### src/shared/drd_pkg.sv
// constants, types and helpers shared by both ends
// assumes little-endian multi-byte image fields
package drd_pkg;
	localparam int OUT_BYTES = 40; // output image length
	localparam int IN_BYTES = 44; // input image length
	localparam logic [7:0] OUT_INSTANCE = 8'h67; // output image 103
	localparam logic [7:0] IN_INSTANCE = 8'h71; // input image 113
	// output image byte offsets
	localparam int OB_PARAM = 0;
	localparam int OB_REF32 = 8;
	localparam int OB_REF16 = 12;
	localparam int OB_MODE = 14;
	localparam int OB_STATE = 15;
	localparam int OB_ACC = 16;
	localparam int OB_DEC = 20;
	// input image byte offsets
	localparam int IB_PARAM = 0;
	localparam int IB_ACTION = 14;
	localparam int IB_MSTAT = 17;
	localparam int IB_DSTATE = 18;
	// mode control byte fields
	localparam int MC_CODE_LSB = 0;
	localparam int MC_ACT_LSB = 4;
	localparam int MC_HS_BIT = 7;
	// mode status byte fields
	localparam int MS_HOMED_BIT = 5;
	localparam int MS_REJECT_BIT = 6;
	// explicit address of the action status word: 128.1.4
	localparam logic [7:0] AS_CLASS = 8'h80;
	localparam logic [7:0] AS_INSTANCE = 8'h01;
	localparam logic [7:0] AS_ATTRIBUTE = 8'h04;
	// action status word bit positions
	localparam int AS_WARN = 0;
	localparam int AS_ERR_LSB = 1;
	localparam int AS_STILL = 6;
	localparam int AS_CW = 7;
	localparam int AS_CCW = 8;
	localparam int AS_IDLE = 11;
	localparam int AS_DECEL = 12;
	localparam int AS_CONST = 13;
	// state control byte bits (word bits 8..15 -> 0..7)
	localparam int SC_DIS = 0;
	localparam int SC_EN = 1;
	localparam int SC_QS = 2;
	localparam int SC_FR = 3;
	localparam int SC_HALT = 5;
	localparam int SC_CLR = 6;
	localparam int SC_RES = 7;
	// operating mode codes
	typedef enum logic [3:0] {
		DRD_NONE = 4'b0000,
		DRD_JOG = 4'b0001,
		DRD_HOMING = 4'b0010,
		DRD_PROFPOS = 4'b0011,
		DRD_PROFVEL = 4'b0100,
		DRD_SPEED = 4'b0111
	} drd_mode_e;
	// pickers over an image, byte n at bits 8n+7..8n
	function automatic logic [7:0] drd_byte(input logic [351:0] img, input int b);
		drd_byte = img[8*b +: 8];
	endfunction : drd_byte
	function automatic logic [15:0] drd_word(input logic [351:0] img, input int b);
		drd_word = img[8*b +: 16];
	endfunction : drd_word
	function automatic logic [31:0] drd_dword(input logic [351:0] img, input int b);
		drd_dword = img[8*b +: 32];
	endfunction : drd_dword
	// true for the mode control values the drive processes
	function automatic logic drd_code_ok(input logic [6:0] v);
		case (v)
			7'h01, 7'h02, 7'h12, 7'h03, 7'h13, 7'h23, 7'h04, 7'h17: drd_code_ok = 1'b1;
			default: drd_code_ok = 1'b0;
		endcase
	endfunction : drd_code_ok
endpackage : drd_pkg

### src/shared/drd_link_if.sv
// wires between the polling master and the drive
// assumes both ends share clock and reset; the bench joins them
interface drd_link_if;
	logic poll_cmd; // master: poll command strobe
	logic [7:0] poll_instance; // master: output image instance
	logic [319:0] out_image; // master: output image
	logic poll_resp; // drive: poll response strobe
	logic [7:0] resp_instance; // drive: input image instance
	logic [351:0] in_image; // drive: input image
	logic msg_req; // master: explicit request strobe
	logic msg_write; // master: request is a write
	logic [7:0] msg_class; // master: class
	logic [7:0] msg_instance; // master: instance
	logic [7:0] msg_attribute; // master: attribute
	logic msg_resp; // drive: explicit response strobe
	logic [15:0] msg_data; // drive: read data
	logic msg_error; // drive: request refused
	modport drive (
		input poll_cmd, poll_instance, out_image, msg_req, msg_write,
		input msg_class, msg_instance, msg_attribute,
		output poll_resp, resp_instance, in_image, msg_resp, msg_data, msg_error
	);
	modport master (
		output poll_cmd, poll_instance, out_image, msg_req, msg_write,
		output msg_class, msg_instance, msg_attribute,
		input poll_resp, resp_instance, in_image, msg_resp, msg_data, msg_error
	);
endinterface : drd_link_if

### src/verilog/drd_edge_det.sv
// rising-edge finder over a vector sampled on a strobe
// assumes strobe marks one received transfer
module drd_edge_det
	import drd_pkg::*;
#(
	parameter int W = 8
)
(
	input wire logic clock,
	input wire logic rstn,
	input wire logic ce,
	input wire logic strobe,
	input wire logic [W-1:0] value,
	output logic [W-1:0] rise
);
	logic [W-1:0] prev; // value of the last transfer
	// remember the last sampled value
	always_ff @(posedge clock or negedge rstn)
	begin
		if (!rstn)
			prev <= '0;
		else if (ce && strobe)
			prev <= value;
	end
	// bits that went from 0 to 1 in this transfer
	assign rise = (strobe && ce) ? (value & ~prev) : '0;
endmodule : drd_edge_det

### src/verilog/drd_drive.sv
// drive end: decodes each poll and answers with the input image
// assumes a rule-keeping master and synchronous status levels
// What this block does
// - one parameter per explicit request and answer
// - status word lives at 128.1.4, read-only
// - bit 0 warning, bits 1-4 error classes
// - motion and profile flags in bits 6-13
// - cyclic data gets no per-transfer acknowledgement
// - act on power, stop, reset, mode requests
// - state changes and mode starts come separately
// - a different mode starts only at standstill
// - poll 103 answered by response 113
// - split output image into its fields
// - mode byte: code, action, handshake bit
// - mode codes 1,2,3,4,7 decoded
// - homing and positioning action values
// - profile position takes velocity and position
// - jog, profile velocity, speed control values
// - all-zero mode byte ignored, no error
// - evaluate mode only when handshake toggled
// - toggle is either change of the bit
// - master writes refs, mode, then inverts toggle
// - state byte acts on rising edges; all-zero byte disables on every poll
// - unprocessable mode rejected, flag set
module drd_drive
	import drd_pkg::*;
(
	input wire logic clock,
	input wire logic rstn,
	input wire logic ce,
	drd_link_if.drive link,
	input wire logic warning, // warning active
	input wire logic [3:0] error_class, // error classes 1..4 active
	input wire logic at_standstill, // motor at standstill
	input wire logic rot_cw, // rotating clockwise
	input wire logic rot_ccw, // rotating counter-clockwise
	input wire logic prof_idle, // profile generator idle
	input wire logic prof_decel, // profile generator decelerating
	input wire logic prof_const, // profile generator at constant speed
	input wire logic op_enabled, // operating state is operation enabled
	input wire logic homing_done, // homing completed
	input wire logic [15:0] drive_state, // state word returned to the master
	output logic mode_start, // pulse: start accepted mode
	output logic [3:0] mode_code, // mode of the last accepted request
	output logic [2:0] mode_action, // action of the last accepted request
	output logic [31:0] home_position_value, // wide reference
	output logic [15:0] profile_target_velocity, // narrow reference
	output logic [31:0] acceleration_ramp, // acceleration from the image
	output logic [31:0] deceleration_ramp, // deceleration from the image
	output logic [63:0] param_channel, // parameter channel bytes 0..7
	output logic cmd_disable, // pulse: disable power stage
	output logic cmd_enable, // pulse: enable power stage
	output logic cmd_quick_stop, // pulse: quick stop
	output logic cmd_fault_reset, // pulse: fault reset
	output logic cmd_halt, // pulse: halt
	output logic cmd_clear_halt, // pulse: clear halt
	output logic cmd_resume, // pulse: resume after halt
	output logic mode_reject_flag // last mode request was rejected
);
	// all registered state of the drive end except u_state_edges
	typedef struct packed {
		logic prev_hs; // handshake bit of the last transfer
		logic stat_hs; // handshake bit echoed in mode status
		logic reject; // mode reject flag
		logic start; // mode start pulse
		logic [3:0] code; // accepted mode code
		logic [2:0] action; // accepted action
		logic [31:0] ref32; // wide reference
		logic [15:0] ref16; // narrow reference
		logic [31:0] acc; // acceleration ramp
		logic [31:0] dec; // deceleration ramp
		logic [63:0] param; // parameter channel
		logic [6:0] cmds; // state command pulses
		logic presp; // poll response strobe
		logic [7:0] rinst; // response instance
		logic [351:0] img; // input image
		logic mresp; // explicit response strobe
		logic [15:0] mdata; // explicit read data
		logic merr; // explicit error
	} drd_drive_s;

	drd_drive_s st; // current state
	drd_drive_s next_st; // next state
	logic poll_ok; // a poll for the output image arrived
	logic [7:0] mode_byte; // received mode control byte
	logic [7:0] state_byte; // received state control byte
	logic [7:0] sc_rise; // rising edges in the state control byte
	logic [15:0] action_status_value; // live action status word
	logic [7:0] mode_status_byte; // mode status returned to the master

	// only instance 103 counts as a cyclic transfer
	assign poll_ok = link.poll_cmd && (link.poll_instance == OUT_INSTANCE);
	assign mode_byte = drd_byte({32'h0, link.out_image}, OB_MODE);
	assign state_byte = drd_byte({32'h0, link.out_image}, OB_STATE);

	// state control edges against the last transfer
	drd_edge_det #(
		.W(8)
	) u_state_edges (
		.clock(clock),
		.rstn(rstn),
		.ce(ce),
		.strobe(poll_ok),
		.value(state_byte),
		.rise(sc_rise)
	);

	// action status word from the status levels
	always_comb
	begin
		action_status_value = 16'h0000; // reserved bits read zero
		action_status_value[AS_WARN] = warning;
		action_status_value[AS_ERR_LSB +: 4] = error_class;
		action_status_value[AS_STILL] = at_standstill;
		action_status_value[AS_CW] = rot_cw;
		action_status_value[AS_CCW] = rot_ccw;
		action_status_value[AS_IDLE] = prof_idle;
		action_status_value[AS_DECEL] = prof_decel;
		action_status_value[AS_CONST] = prof_const;
	end

	// next state: cyclic decode, mode handshake, explicit answers
	always_comb
	begin
		next_st = st;
		mode_status_byte = 8'h00;
		next_st.start = 1'b0; // start is one cycle only
		next_st.cmds = 7'h00; // commands are one cycle only
		next_st.presp = 1'b0;
		next_st.mresp = 1'b0;
		if (poll_ok)
		begin
			// plain fields each transfer, nothing acknowledged
			next_st.param = link.out_image[8*OB_PARAM +: 64];
			next_st.acc = drd_dword({32'h0, link.out_image}, OB_ACC);
			next_st.dec = drd_dword({32'h0, link.out_image}, OB_DEC);
			next_st.prev_hs = mode_byte[MC_HS_BIT];
			// state commands on rising edges, with precedence; an all-zero byte gives disable on every transfer
			next_st.cmds[0] = sc_rise[SC_DIS] || (state_byte == 8'h00);
			next_st.cmds[1] = sc_rise[SC_EN] && !sc_rise[SC_DIS];
			next_st.cmds[2] = sc_rise[SC_QS];
			next_st.cmds[3] = sc_rise[SC_FR] && !sc_rise[SC_QS];
			next_st.cmds[4] = sc_rise[SC_HALT];
			next_st.cmds[5] = sc_rise[SC_CLR] && !sc_rise[SC_HALT];
			next_st.cmds[6] = sc_rise[SC_RES] && !sc_rise[SC_HALT];
			// mode data only on a handshake change
			if (mode_byte[MC_HS_BIT] != st.prev_hs)
			begin
				next_st.stat_hs = mode_byte[MC_HS_BIT];
				if (mode_byte == 8'h00)
				begin
					// all-zero byte: nothing processed, no error
				end
				else if (!drd_code_ok(mode_byte[6:0]) || !op_enabled ||
					(!at_standstill && (mode_byte[3:0] != st.code)))
				begin
					// refuse, running process untouched
					next_st.reject = 1'b1;
				end
				else
				begin
					// accepted: code, action and both references
					next_st.reject = 1'b0;
					next_st.start = 1'b1;
					next_st.code = mode_byte[MC_CODE_LSB +: 4];
					next_st.action = mode_byte[MC_ACT_LSB +: 3];
					next_st.ref32 = drd_dword({32'h0, link.out_image}, OB_REF32);
					next_st.ref16 = drd_word({32'h0, link.out_image}, OB_REF16);
				end
			end
			// mode status: handshake echo, reject flag, homed, current mode
			mode_status_byte[MC_HS_BIT] = next_st.stat_hs;
			mode_status_byte[MS_REJECT_BIT] = next_st.reject;
			mode_status_byte[MS_HOMED_BIT] = homing_done;
			mode_status_byte[3:0] = next_st.code;
			// poll response carries the input image
			next_st.presp = 1'b1;
			next_st.rinst = IN_INSTANCE;
			next_st.img = '0;
			next_st.img[8*IB_PARAM +: 32] = link.out_image[8*OB_PARAM +: 32];
			next_st.img[8*IB_ACTION +: 16] = action_status_value;
			next_st.img[8*IB_MSTAT +: 8] = mode_status_byte;
			next_st.img[8*IB_DSTATE +: 16] = drive_state;
		end
		// explicit message: one parameter, one answer
		if (link.msg_req)
		begin
			next_st.mresp = 1'b1;
			if (!link.msg_write && link.msg_class == AS_CLASS &&
				link.msg_instance == AS_INSTANCE && link.msg_attribute == AS_ATTRIBUTE)
			begin
				next_st.mdata = action_status_value;
				next_st.merr = 1'b0;
			end
			else
			begin
				// unknown address or write to read-only word
				next_st.mdata = 16'h0000;
				next_st.merr = 1'b1;
			end
		end
	end

	// register the whole state; ce low freezes it
	always_ff @(posedge clock or negedge rstn)
	begin
		if (!rstn)
			st <= '0;
		else if (ce)
			st <= next_st;
	end

	// outputs straight from the state register
	assign mode_start = st.start;
	assign mode_code = st.code;
	assign mode_action = st.action;
	assign home_position_value = st.ref32;
	assign profile_target_velocity = st.ref16;
	assign acceleration_ramp = st.acc;
	assign deceleration_ramp = st.dec;
	assign param_channel = st.param;
	assign cmd_disable = st.cmds[0];
	assign cmd_enable = st.cmds[1];
	assign cmd_quick_stop = st.cmds[2];
	assign cmd_fault_reset = st.cmds[3];
	assign cmd_halt = st.cmds[4];
	assign cmd_clear_halt = st.cmds[5];
	assign cmd_resume = st.cmds[6];
	assign mode_reject_flag = st.reject;
	assign link.poll_resp = st.presp;
	assign link.resp_instance = st.rinst;
	assign link.in_image = st.img;
	assign link.msg_resp = st.mresp;
	assign link.msg_data = st.mdata;
	assign link.msg_error = st.merr;
endmodule : drd_drive

### src/flat_wrapper.sv
// flat-port wrapper written by rule: the top's interface ports become plain ports
module drd_drive_flat import drd_pkg::*;
  (clock, rstn, ce, warning, error_class, at_standstill, rot_cw, rot_ccw, prof_idle, prof_decel, prof_const, op_enabled, homing_done, drive_state, mode_start, mode_code, mode_action, home_position_value, profile_target_velocity, acceleration_ramp, deceleration_ramp, param_channel, cmd_disable, cmd_enable, cmd_quick_stop, cmd_fault_reset, cmd_halt, cmd_clear_halt, cmd_resume, mode_reject_flag, link_poll_cmd, link_poll_instance, link_out_image, link_msg_req, link_msg_write, link_msg_class, link_msg_instance, link_msg_attribute, link_poll_resp, link_resp_instance, link_in_image, link_msg_resp, link_msg_data, link_msg_error);
  drd_link_if link_i ();
  input wire logic clock;
  input wire logic rstn;
  input wire logic ce;
  input wire logic warning;
  input wire logic [3:0] error_class;
  input wire logic at_standstill;
  input wire logic rot_cw;
  input wire logic rot_ccw;
  input wire logic prof_idle;
  input wire logic prof_decel;
  input wire logic prof_const;
  input wire logic op_enabled;
  input wire logic homing_done;
  input wire logic [15:0] drive_state;
  output logic mode_start;
  output logic [3:0] mode_code;
  output logic [2:0] mode_action;
  output logic [31:0] home_position_value;
  output logic [15:0] profile_target_velocity;
  output logic [31:0] acceleration_ramp;
  output logic [31:0] deceleration_ramp;
  output logic [63:0] param_channel;
  output logic cmd_disable;
  output logic cmd_enable;
  output logic cmd_quick_stop;
  output logic cmd_fault_reset;
  output logic cmd_halt;
  output logic cmd_clear_halt;
  output logic cmd_resume;
  output logic mode_reject_flag;
  input wire logic [$bits(link_i.poll_cmd)-1:0] link_poll_cmd;
  input wire logic [$bits(link_i.poll_instance)-1:0] link_poll_instance;
  input wire logic [$bits(link_i.out_image)-1:0] link_out_image;
  input wire logic [$bits(link_i.msg_req)-1:0] link_msg_req;
  input wire logic [$bits(link_i.msg_write)-1:0] link_msg_write;
  input wire logic [$bits(link_i.msg_class)-1:0] link_msg_class;
  input wire logic [$bits(link_i.msg_instance)-1:0] link_msg_instance;
  input wire logic [$bits(link_i.msg_attribute)-1:0] link_msg_attribute;
  output wire logic [$bits(link_i.poll_resp)-1:0] link_poll_resp;
  output wire logic [$bits(link_i.resp_instance)-1:0] link_resp_instance;
  output wire logic [$bits(link_i.in_image)-1:0] link_in_image;
  output wire logic [$bits(link_i.msg_resp)-1:0] link_msg_resp;
  output wire logic [$bits(link_i.msg_data)-1:0] link_msg_data;
  output wire logic [$bits(link_i.msg_error)-1:0] link_msg_error;
  assign link_i.poll_cmd = link_poll_cmd;
  assign link_i.poll_instance = link_poll_instance;
  assign link_i.out_image = link_out_image;
  assign link_i.msg_req = link_msg_req;
  assign link_i.msg_write = link_msg_write;
  assign link_i.msg_class = link_msg_class;
  assign link_i.msg_instance = link_msg_instance;
  assign link_i.msg_attribute = link_msg_attribute;
  assign link_poll_resp = link_i.poll_resp;
  assign link_resp_instance = link_i.resp_instance;
  assign link_in_image = link_i.in_image;
  assign link_msg_resp = link_i.msg_resp;
  assign link_msg_data = link_i.msg_data;
  assign link_msg_error = link_i.msg_error;
  drd_drive u_core (.clock(clock), .rstn(rstn), .ce(ce), .link(link_i), .warning(warning), .error_class(error_class), .at_standstill(at_standstill), .rot_cw(rot_cw), .rot_ccw(rot_ccw), .prof_idle(prof_idle), .prof_decel(prof_decel), .prof_const(prof_const), .op_enabled(op_enabled), .homing_done(homing_done), .drive_state(drive_state), .mode_start(mode_start), .mode_code(mode_code), .mode_action(mode_action), .home_position_value(home_position_value), .profile_target_velocity(profile_target_velocity), .acceleration_ramp(acceleration_ramp), .deceleration_ramp(deceleration_ramp), .param_channel(param_channel), .cmd_disable(cmd_disable), .cmd_enable(cmd_enable), .cmd_quick_stop(cmd_quick_stop), .cmd_fault_reset(cmd_fault_reset), .cmd_halt(cmd_halt), .cmd_clear_halt(cmd_clear_halt), .cmd_resume(cmd_resume), .mode_reject_flag(mode_reject_flag));
endmodule
### config.mk
export PLATFORM = sky130hd
export DESIGN_NAME = drd_drive_flat
export DESIGN_NICKNAME = d
export VERILOG_FILES = /design/src/shared/drd_pkg.sv /design/src/shared/drd_link_if.sv /design/src/verilog/drd_edge_det.sv /design/src/verilog/drd_drive.sv /design/src/flat_wrapper.sv
export SDC_FILE = /design/constraint.sdc
export NUM_CORES = 1
export LEC_CHECK = 0
export BUFFER_PORTS_ARGS = -buffer_cell sky130_fd_sc_hd__buf_2
export CORE_AREA = 2 2 376 378
export CTS_BUF_LIST = sky130_fd_sc_hd__clkbuf_4 sky130_fd_sc_hd__clkbuf_8 sky130_fd_sc_hd__clkbuf_16
export DETAILED_ROUTE_END_ITERATION = 6
export DIE_AREA = 0 0 378 380
export PLACE_DENSITY = 0.36
export RECOVER_POWER = 25
export SETUP_SLACK_MARGIN = 0.5
export SLEW_MARGIN = 15
export SYNTH_ARGS = -nofsm -noshare
export SYNTH_HDL_FRONTEND = slang
export SYNTH_SLANG_ARGS = --single-unit
### constraint.sdc
create_clock -name clock -period 2.5 [get_ports clock]
set_input_delay 0.5 -clock clock [delete_from_list [all_inputs] [get_ports clock]]
set_output_delay 0.5 -clock clock [all_outputs]
set_load 0.01 [all_outputs]
# Yosys cells after proc, flatten, opt, wreduce, memory -nomap -nowiden
# Index checks and enable logic that the tools add are counted.
word_totals:
  latchBits: 0
  romBits: 0
  ram_bits: 0
  in_bits: 387
  ff_bits: 288
  mem_count: 0
  out_inout_bits: 571
  elab_cells: 75
op_classes:
  div_mod_pow: 0
  n_bitwise: 4
  order_cmp: 0
  n_mul: 0
  mux: 12
  n_eq_ne: 14
  add_sub_neg: 0
  n_reduce_logical: 26
  shifts: 0
ops:
  columns: ["op", "count"]
  rows:
  - ["$mux W552", 1]
  - ["$mux W58", 1]
  - ["$mux W57", 1]
  - ["$mux W56", 1]
  - ["$eq A7 B5 Y1 const B", 3]
  - ["$mux W18", 1]
  - ["$logic_not A8 Y1", 2]
  - ["$mux W15", 1]
  - ["$eq A7 B2 Y1 const B", 2]
  - ["$logic_and A1 B1 Y1", 10]
  - ["$and A8 B8 Y8", 1]
  - ["$eq A8 B1 Y1 const B", 1]
  - ["$eq A8 B3 Y1 const B", 1]
  - ["$eq A8 B7 Y1 const B", 1]
  - ["$eq A8 B8 Y1 const B", 1]
  - ["$mux W8", 1]
  - ["$not A8 Y8", 1]
  - ["$reduce_or A8 Y1", 1]
  - ["$eq A7 B1 Y1 const B", 1]
  - ["$eq A7 B3 Y1 const B", 1]
  - ["$eq A7 B6 Y1 const B", 1]
  - ["$logic_not A1 Y1", 7]
  - ["$mux W1", 5]
  - ["$reduce_and A5 Y1", 1]
  - ["5 further kinds", 9]

# Logic depth before layout (Yosys ltp)
# Gate-level depths: netlist (run 1).
logic_depth:
  depth_word: 13
  depth_mapped: 7
  depth_no_buf: 5

# Modules after synthesis
# From an unflattened synthesis (run 1), not the netlist that was laid out.
hier_totals:
  hier_cells: 1145
  area_unflattened_um2: 13626.8
by_module_without_submodules:
  columns: ["module", "instances", "area_each_um2", "seq_area_each_um2", "cells_per_inst"]
  rows:
  - ["drd_drive", 1, 13251.5, 5930.7, 1119]
  - ["drd_edge_det", 1, 375.4, 200.2, 26]

# Worst setup path before layout (run 1)
# No wires, ideal clock.
synth_path:
  path_kind: "input -> register"
  startpoint: "in link_out_image[116]"
  endpoint: "reg u_core.st (netlist bit u_core.home_position_value[20])"
  setup_slack_ps: 386
  arrival_time_ps: 1987
  cell_stages: 7
  n_path_buf: 2
  setup_ps: 127
  t_required_ps: 2373
  cell_sequence: "nand2b_1 maj3_2 o22a_1 nor3_2 buf_6 buf_6 mux2_1"
synth_between:
  elab_chain_cells: 11
  elab_cells_between_ends: 20
  cone_classes: "eq/ne: 8; mux: 4; bitwise: 2; reduce/logical: 6"
synth_rtl:
  columns: ["element", "line", "text"]
  rows:
  - ["start, declared", "flat_wrapper.sv:37", "input wire logic [$bits(link_i.out_image)-1:0] link_out_image;"]
  - ["$eq A7 B1 Y1 (tied with other cells)", "drd_pkg.sv:70", "case (v)"]
  - ["$reduce_or A8 Y1", "drd_pkg.sv:70", null]
  - ["$mux W1", "drd_pkg.sv:70", null]
  - ["$mux W1", "drd_drive.sv:150", "if (mode_byte == 8'h00)"]
  - ["$mux W1", "drd_drive.sv:147", "if (mode_byte[MC_HS_BIT] != st.prev_hs)"]
  - ["$mux W1", "drd_drive.sv:131", "if (poll_ok)"]
  - ["$logic_not A1 Y1", "drd_drive.sv:154", "else if (!drd_code_ok(mode_byte[6:0]) || !op_enabled ||"]
  - ["$logic_or A1 B1 Y1 (2 in a row)", "drd_drive.sv:154", null]
  - ["$not A1 Y1 (no line)", null, null]
  - ["$reduce_and A5 Y1 (no line) (*)", null, null]
  - ["end signal, assigned", "drd_drive.sv:210", "st <= next_st;"]
  - ["end, declared", "drd_drive.sv:82", "drd_drive_s st;"]
# Every way passes the cells marked *; elsewhere a longest branch is shown, timed or not. The select of a mux whose other input is x is not followed.
# A chain may end at the register's enable or synchronous reset.

==> out/metrics.yaml, run 1 <==
status: "finished clean"
wl_per_cell_um: 13.8
relSlewSlack_pct: 1.07
fin_cells: 3359
synthTopCellsByArea: "dfrtp_1, buf_4, mux2_2"
drc: 0
gp_congestion: 0.710
path_class: "flip-flop to flip-flop"
setup_tns_ns: 0
synth_cells: 1125
tritoncts: "done"
reg2regPathDepth: 7
placed_area_um2: 15700
die_w_um: 378
postRouteAntennaNets: 0
synth_largest_area_cell: "dfrtp_1"
slew_viol_final: 0
yosysWarningCount: 0
start_util_pct: 9.65
grt_max_degree: 49
slowest_delay_ns: 0.43
coreArea_um2: 139000
cp.buffers_inverters: 2
ys.flop_type: "dfrtp_1"
hold_class: "input port to flip-flop"
skew_ns: 0.00812
clock_sinks: 244
setup_viol: 0
viasPerCell: 2.35
fmaxAchievable_mhz: 479
cpLargestDelayFamily: "simple AND/OR/NAND/NOR gates"
p_switching_mw: 2.66
synth_edf_count: 0
worst_hold_startpoint: "link_out_image[100]"
clock_power_share_pct: 52.1
critPathRequiredTime_ns: 2.94
layout-drive-gt1-share_pct: 56.9
whs_path_depth: 2
antenna_found_initial: 14
seq_power_share_pct: 39.8
row_count: 137
dp_hpwl_um: 37900
crit_path_end_kind: "flip-flop"
period_share_pct: 83.5
synth_top_area_share_pct: 45.4
power_switching_share_pct: 26.0
crit_path_start_kind: "flip-flop"
dieHeight_um: 380
clock-root-buffer: "clkbuf_16"
grt_usage_pct: 6.12
fill_cells: 15988
dieArea_um2: 144000
syn_area_um2: 13400
area_growth_pct: 26.5
vdd_drop_max_uv: 342
ys_types: 37
grt_pass1_wl_um: 61600
first_pass_iters: 4
routed-via-count: 7910
port_buffers: 534
max_slew.worst_pin.slew_ns: 1.48
wirelength_um: 46300
final_area_um2: 17000
timing.final.hold_violations: 0
syn_avg_cell_area_um2: 11.9
ys_async_sr_fraction_pct: 100
io_pins: 958
leakage_nw: 9.28
cts_made_buffers: 36
p_comb_share_pct: 8.1
p_per_area_nw_per_um2: 602
place_inst: 3284
ys_seq_elements: 244
path_cells: "xor2_1 -> nor4_2 -> o211ai_1 -> nor3_4 -> buf_12 -> buf_12 -> mux2_1"
cap_violations: 0
yosysSeqAreaShare_pct: 45.4
crit-reg2reg-capture: "u_core.home_position_value[21]$_DFFE_PN0P_"
insertion_delay_ns: 0.57
grt_pass1_vias: 7918
crit_top_cell: "buf_12"
ff2ff_setup_slack_ns: 0.41
setup_ws_ns: 0.413
worstPathMaxFanout: 11
critPathSlowestCell: "dfrtp_2"
cts_max_path_buffers: 3
clk_pin_slew_worst_paths_ns: 0.06
critical_path_arrival_ns: 2.53
pre_cts_slack_ns: 0.0564
num-nets-final: 1839
internal_power_mw: 7.57
drt_iter0_drc: 154
hold_end: "u_core.profile_target_velocity[4]$_DFFE_PN0P_"
period_minus_slack_ns: 2.09
cts_max_level: 2
grt_remaining_overflow: 0
rsz0062_at_grt: "true"
per-stage QoR:
step / util [%] / hold WS (ns) / power (mW)
floorplan: - / 0.204 / 4.92
global placement: 11.3 / 0.453 / 4.99
detailed placement: 11.3 / 0.452 / 4.99
CTS: 12.2 / 0.0680 / 10.6
global route: 12.2 / 0.0912 / 10.8
finish: 12.2 / 0.150 / 10.2
synthesized netlist by cell type, types with 2 or more instances:
library cell,number
a22o_1,12
xor2_1,5
a21o_1,2
inv_1,3
buf_2,8
mux2_1,26
nand3b_1,2
or4_1,2
o2bb2ai_1,6
buf_6,4
nor2b_1,2
dfrtp_1,244
nor2_1,5
nand2b_1,7
mux2_2,191
o21ai_0,4
buf_4,561
a21oi_1,4
nor4_1,5
clkbuf_1,11
nand2_1,2
nand4_1,4
layout make-up:
| class | count | area, um2 | share of cell area, % |
|---|---|---|---|
| Sequential cell | 244 | 6110 | 35.9 |
| Tap cell | 1876 | 2350 | 13.8 |
| Antenna cell | 4 | 10.0 | 0.0589 |
| Timing Repair Buffer | 580 | 3170 | 18.6 |
| Clock buffer | 55 | 1100 | 6.47 |
| Clock inverter | 10 | 126 | 0.744 |
| Multi-Input combinational cell | 586 | 4120 | 24.2 |
| Inverter | 4 | 15.0 | 0.0883 |
layout by cell type (no fill, tap or decap), types with 4 or more instances in the layout:
cell,Yosys,layout
a21oi_1,4,4
a22o_1,12,12
buf_12,0,12
buf_2,8,532
buf_4,561,27
clkbuf_1,11,4
clkbuf_16,0,36
clkbuf_4,0,10
clkbuf_8,0,9
conb_1,1,295
dfrtp_1,244,243
diode_2,0,4
mux2_1,26,24
mux2_2,191,191
nand2b_1,7,7
nand4_1,4,4
nor2_1,5,4
nor4_1,5,4
o21ai_0,4,4
o2bb2ai_1,6,6
xor2_1,5,5
worst register-to-register path, cell delays in order, from the launching register on:
cell and delay (ns):
dfrtp_2 0.43, xor2_1 0.16, nor4_2 0.26, o211ai_1 0.15
nor3_4 0.25, buf_12 0.20, buf_12 0.18, mux2_1 0.34
layer usage:
| metal | routed length [um] | share of wire (%) | global-route usage, % |
|---|---|---|---|
| met5 | 78 | 0.17 | 0 |
| met4 | 1120 | 2.4 | 1.78 |
| met3 | 5450 | 12 | 3.18 |
| met2 | 21900 | 47 | 10.0 |
| met1 | 17800 | 38 | 6.88 |
worst max-delay path by stage:
stage	start	to	slack, ns	cells past startpoint
after CTS	flip-flop	u_core.home_position_value[20]$_DFFE_PN0P_	0.39	7
after detailed placement	link_out_image[112]	u_core.home_position_value[20]$_DFFE_PN0P_	0.06	8
after global routing	rstn	u_core.param_channel[55]$_DFFE_PN0N_	0.19	3
after global placement	link_out_image[112]	u_core.home_position_value[23]$_DFFE_PN0P_	0.06	8
after floorplan	link_poll_instance[7]	u_core.home_position_value[20]$_DFFE_PN0P_	0.45	7
final	flip-flop	u_core.home_position_value[21]$_DFFE_PN0P_	0.41	7
state kept, by name, indices dropped and copies added, names as in the netlist, 3 cells and up, named ones only:
register	flops
u_core.param_channel	64
u_core.acceleration_ramp	32
u_core.profile_target_velocity	16
u_core.mode_action	3
u_core.home_position_value	32
u_core.link.msg_data	11
u_core.link.in_image	28
u_core.deceleration_ramp	32
u_core.u_state_edges.prev	7
what timing repair did:
item	in CTS	in global routing
endpoints found under the hold margin	37	0
cloned	0	1
pin swaps	1	0
resized for setup	1	5
hold buffers	1	0
endpoints found under the setup margin	53	53
setup buffers	2	2
cells by family (layout without fill, tap and decap cells):
logic type | Yosys count | in the layout | share of synthesized area, %
compound gates | 30 | 30 | 1.70
xor+xnor | 5 | 5 | 0.326
fa+ha+maj | 1 | 1 | 0.0838
buf+inv | 589 | 649 | 32.4
flops | 244 | 244 | 45.4
mux | 217 | 217 | 18.2
other cells | 1 | 299 | 0.0279
simple gates | 38 | 38 | 1.81
power groups by stage:
stage                     registers (mW)  clock network [mW]  logic (mW)
after floorplan                     4.13                   0       0.794
after global placement              4.14                   0       0.850
after detailed placement            4.14                   0       0.851
after CTS                           4.07                5.66       0.853
after global routing                4.08                5.80       0.928
final                               4.07                5.33       0.827
Power figures use the tool's default switching activity.
==> run 2: changes to the inputs <==
CORE_AREA = 2 2 375 377   (was 2 2 376 378)
DIE_AREA = 0 0 377 379   (was 0 0 378 380)
PLACE_DENSITY = 0.37   (was 0.36)
clock period = 1.9 ns   (was 2.5 ns; I/O delays follow)
==> run 2 against run 1 <==
The run now ends with capacitance limit, slew limit, setup timing left. Global-route usage is 0.67 points lower. First-iteration DRC count is 15% lower. Sequential cell count stayed put. Total power is 31% higher. Sequential share of layout area is 5.4 points lower. Clock skew is 0.016 ns higher. Critical path depth stayed put. Die area is 0.53% lower. Largest cell class is now non-clock buffers. Largest power group unchanged.
==> out/metrics.yaml, run 2 (synthesis gave the netlist of run 1 again) <==
use_met1_pct: 5.78
period_minus_slack_ns: 2.04
grt_usage_pct: 5.45
die_w_um: 377
reg2regPathDepth: 7
num-nets-final: 2075
ff2ff_setup_slack_ns: -0.14
use_met2_pct: 9.07
layout-drive-gt1-share_pct: 53.7
cts_made_buffers: 34
dp_hpwl_um: 32600
wirelength_um: 42000
vdd_drop_max_uv: 541
clk_pin_slew_worst_paths_ns: 0.06
path_cells: "xor2_1 -> nor4_1 -> o211ai_1 -> nor3_4 -> buf_6 -> buf_12 -> mux2_2"
cap_violations: 1
routed-via-count: 8667
start_util_pct: 9.68
status: "finished, violations left"
crit_path_start_kind: "flip-flop"
largest_reg_flops: 64
clock_sinks: 244
row_count: 137
skew_ns: 0.0241
setup_viol: 52
dieArea_um2: 143000
cp.buffers_inverters: 2
rsz0062_at_grt: "true"
relSlewSlack_pct: -2.73
io_pins: 958
busiest_layer: "met2"
setup_tns_ns: -4.79
dieHeight_um: 379
cpLargestDelayFamily: "simple AND/OR/NAND/NOR gates"
worstPathMaxFanout: 16
timing.final.hold_violations: 0
path_class: "flip-flop to flip-flop"
layout_common_cells: "buf_2, conb_1, dfrtp_1"
critPathRequiredTime_ns: 2.36
tritoncts: "done"
drt_iter0_drc: 131
hold_end: "u_core.param_channel[49]$_DFFE_PN0N_"
grt_pass1_vias: 8611
hold_class: "input port to flip-flop"
coreArea_um2: 139000
gp_congestion: 0.683
critPathSlowestCell: "dfrtp_1"
cts_max_level: 2
place_inst: 3234
insertion_delay_ns: 0.57
grt_pass1_wl_um: 57000
fmaxAchievable_mhz: 490
final_common_cell: "buf_2"
antenna_found_initial: 13
first_pass_iters: 4
cts_max_path_buffers: 3
fin_cells: 3524
leakage_nw: 10.4
drc: 0
grt_remaining_overflow: 0
violations: "capacitance limit, slew limit, setup timing"
max_slew.worst_pin.slew_ns: 1.54
grt_max_degree: 46
clock-root-buffer: "clkbuf_16"
critical_path_arrival_ns: 2.50
worst_hold_startpoint: "link_out_image[49]"
gr-usage-met3_pct: 2.98
slew_viol_final: 40
postRouteAntennaNets: 0
p_per_area_nw_per_um2: 670
wl_per_cell_um: 11.9
crit_path_end_kind: "flip-flop"
slowest_delay_ns: 0.38
cp.depth: 7
hold_slack_ns: 0.0740
viasPerCell: 2.46
port_buffers: 534
period_share_pct: 107
whs_path_depth: 2
area_growth_pct: 49.0
crit-reg2reg-capture: "u_core.home_position_value[16]$_DFFE_PN0P_"
setup_ws_ns: -0.140
[run 2: worst max-delay path by stage]
stage	endpoint	slack (ns)	from
after detailed placement	u_core.home_position_value[16]$_DFFE_PN0P_	-0.31	link_poll_instance[3]
after global routing	u_core.home_position_value[13]$_DFFE_PN0P_	-0.29	flip-flop
after CTS	u_core.home_position_value[16]$_DFFE_PN0P_	-0.16	flip-flop
after global placement	u_core.home_position_value[16]$_DFFE_PN0P_	-0.31	link_poll_instance[3]
after floorplan	u_core.home_position_value[20]$_DFFE_PN0P_	-0.03	link_poll_instance[7]
final	u_core.home_position_value[16]$_DFFE_PN0P_	-0.14	flip-flop
[run 2: stage by stage]
stage | utilization [%] | cell area [um2] | worst slack, ns | total power, mW
after global placement | 11.3 | 15800 | -0.314 | 6.52
after CTS | 14.1 | 19600 | -0.156 | 13.8
final | 14.4 | 20000 | -0.140 | 13.4
after floorplan | - | 14700 | -0.0312 | 6.48
after global routing | 14.4 | 20000 | -0.285 | 14.2
after detailed placement | 11.3 | 15800 | -0.307 | 6.53
[run 2: layout make-up]
| type | instances | area (um2) |
|---|---|---|
| Multi-Input combinational cell | 586 | 4250 |
| Timing Repair Buffer | 818 | 6220 |
| Fill cell | 15644 | 119000 |
| Antenna cell | 7 | 17.5 |
| Sequential cell | 244 | 6110 |
| Clock buffer | 46 | 977 |
| Clock inverter | 12 | 164 |
| Tap cell | 1807 | 2260 |
| Inverter | 4 | 15.0 |
[run 2: per-layer routing]
layer,vias to the layer above,share of wire [%],routed length (um)
met5,-,0.19,81
met4,12,2.8,1190
met3,65,12,5010
met2,455,48,20300
met1,4149,37,15400
li1,3986,-,-
[run 2: repair_timing]
action	in CTS	in global routing
resized for setup	182	52
hold endpoints to repair	210	0
setup endpoints to repair	333	346
pin swaps	0	2
setup buffers	24	18
cloned	0	1
hold buffers	182	0
[run 2: power breakdown]
group	leakage [nW]	total (mW)	internal [mW]	switching, mW
Sequential	3.37	5.36	5.30	0.0646
Clock	0.570	6.62	4.02	2.59
Combinational	6.42	1.44	0.698	0.741
Total	10.4	13.4	10.0	3.40
[run 2: worst reg2reg max path, cell delays in order, from the launching register on]
cell and delay, ns:
dfrtp_1 0.38, xor2_1 0.15, nor4_1 0.27, o211ai_1 0.17, nor3_4 0.24, buf_6 0.18, buf_12 0.17, mux2_2 0.37
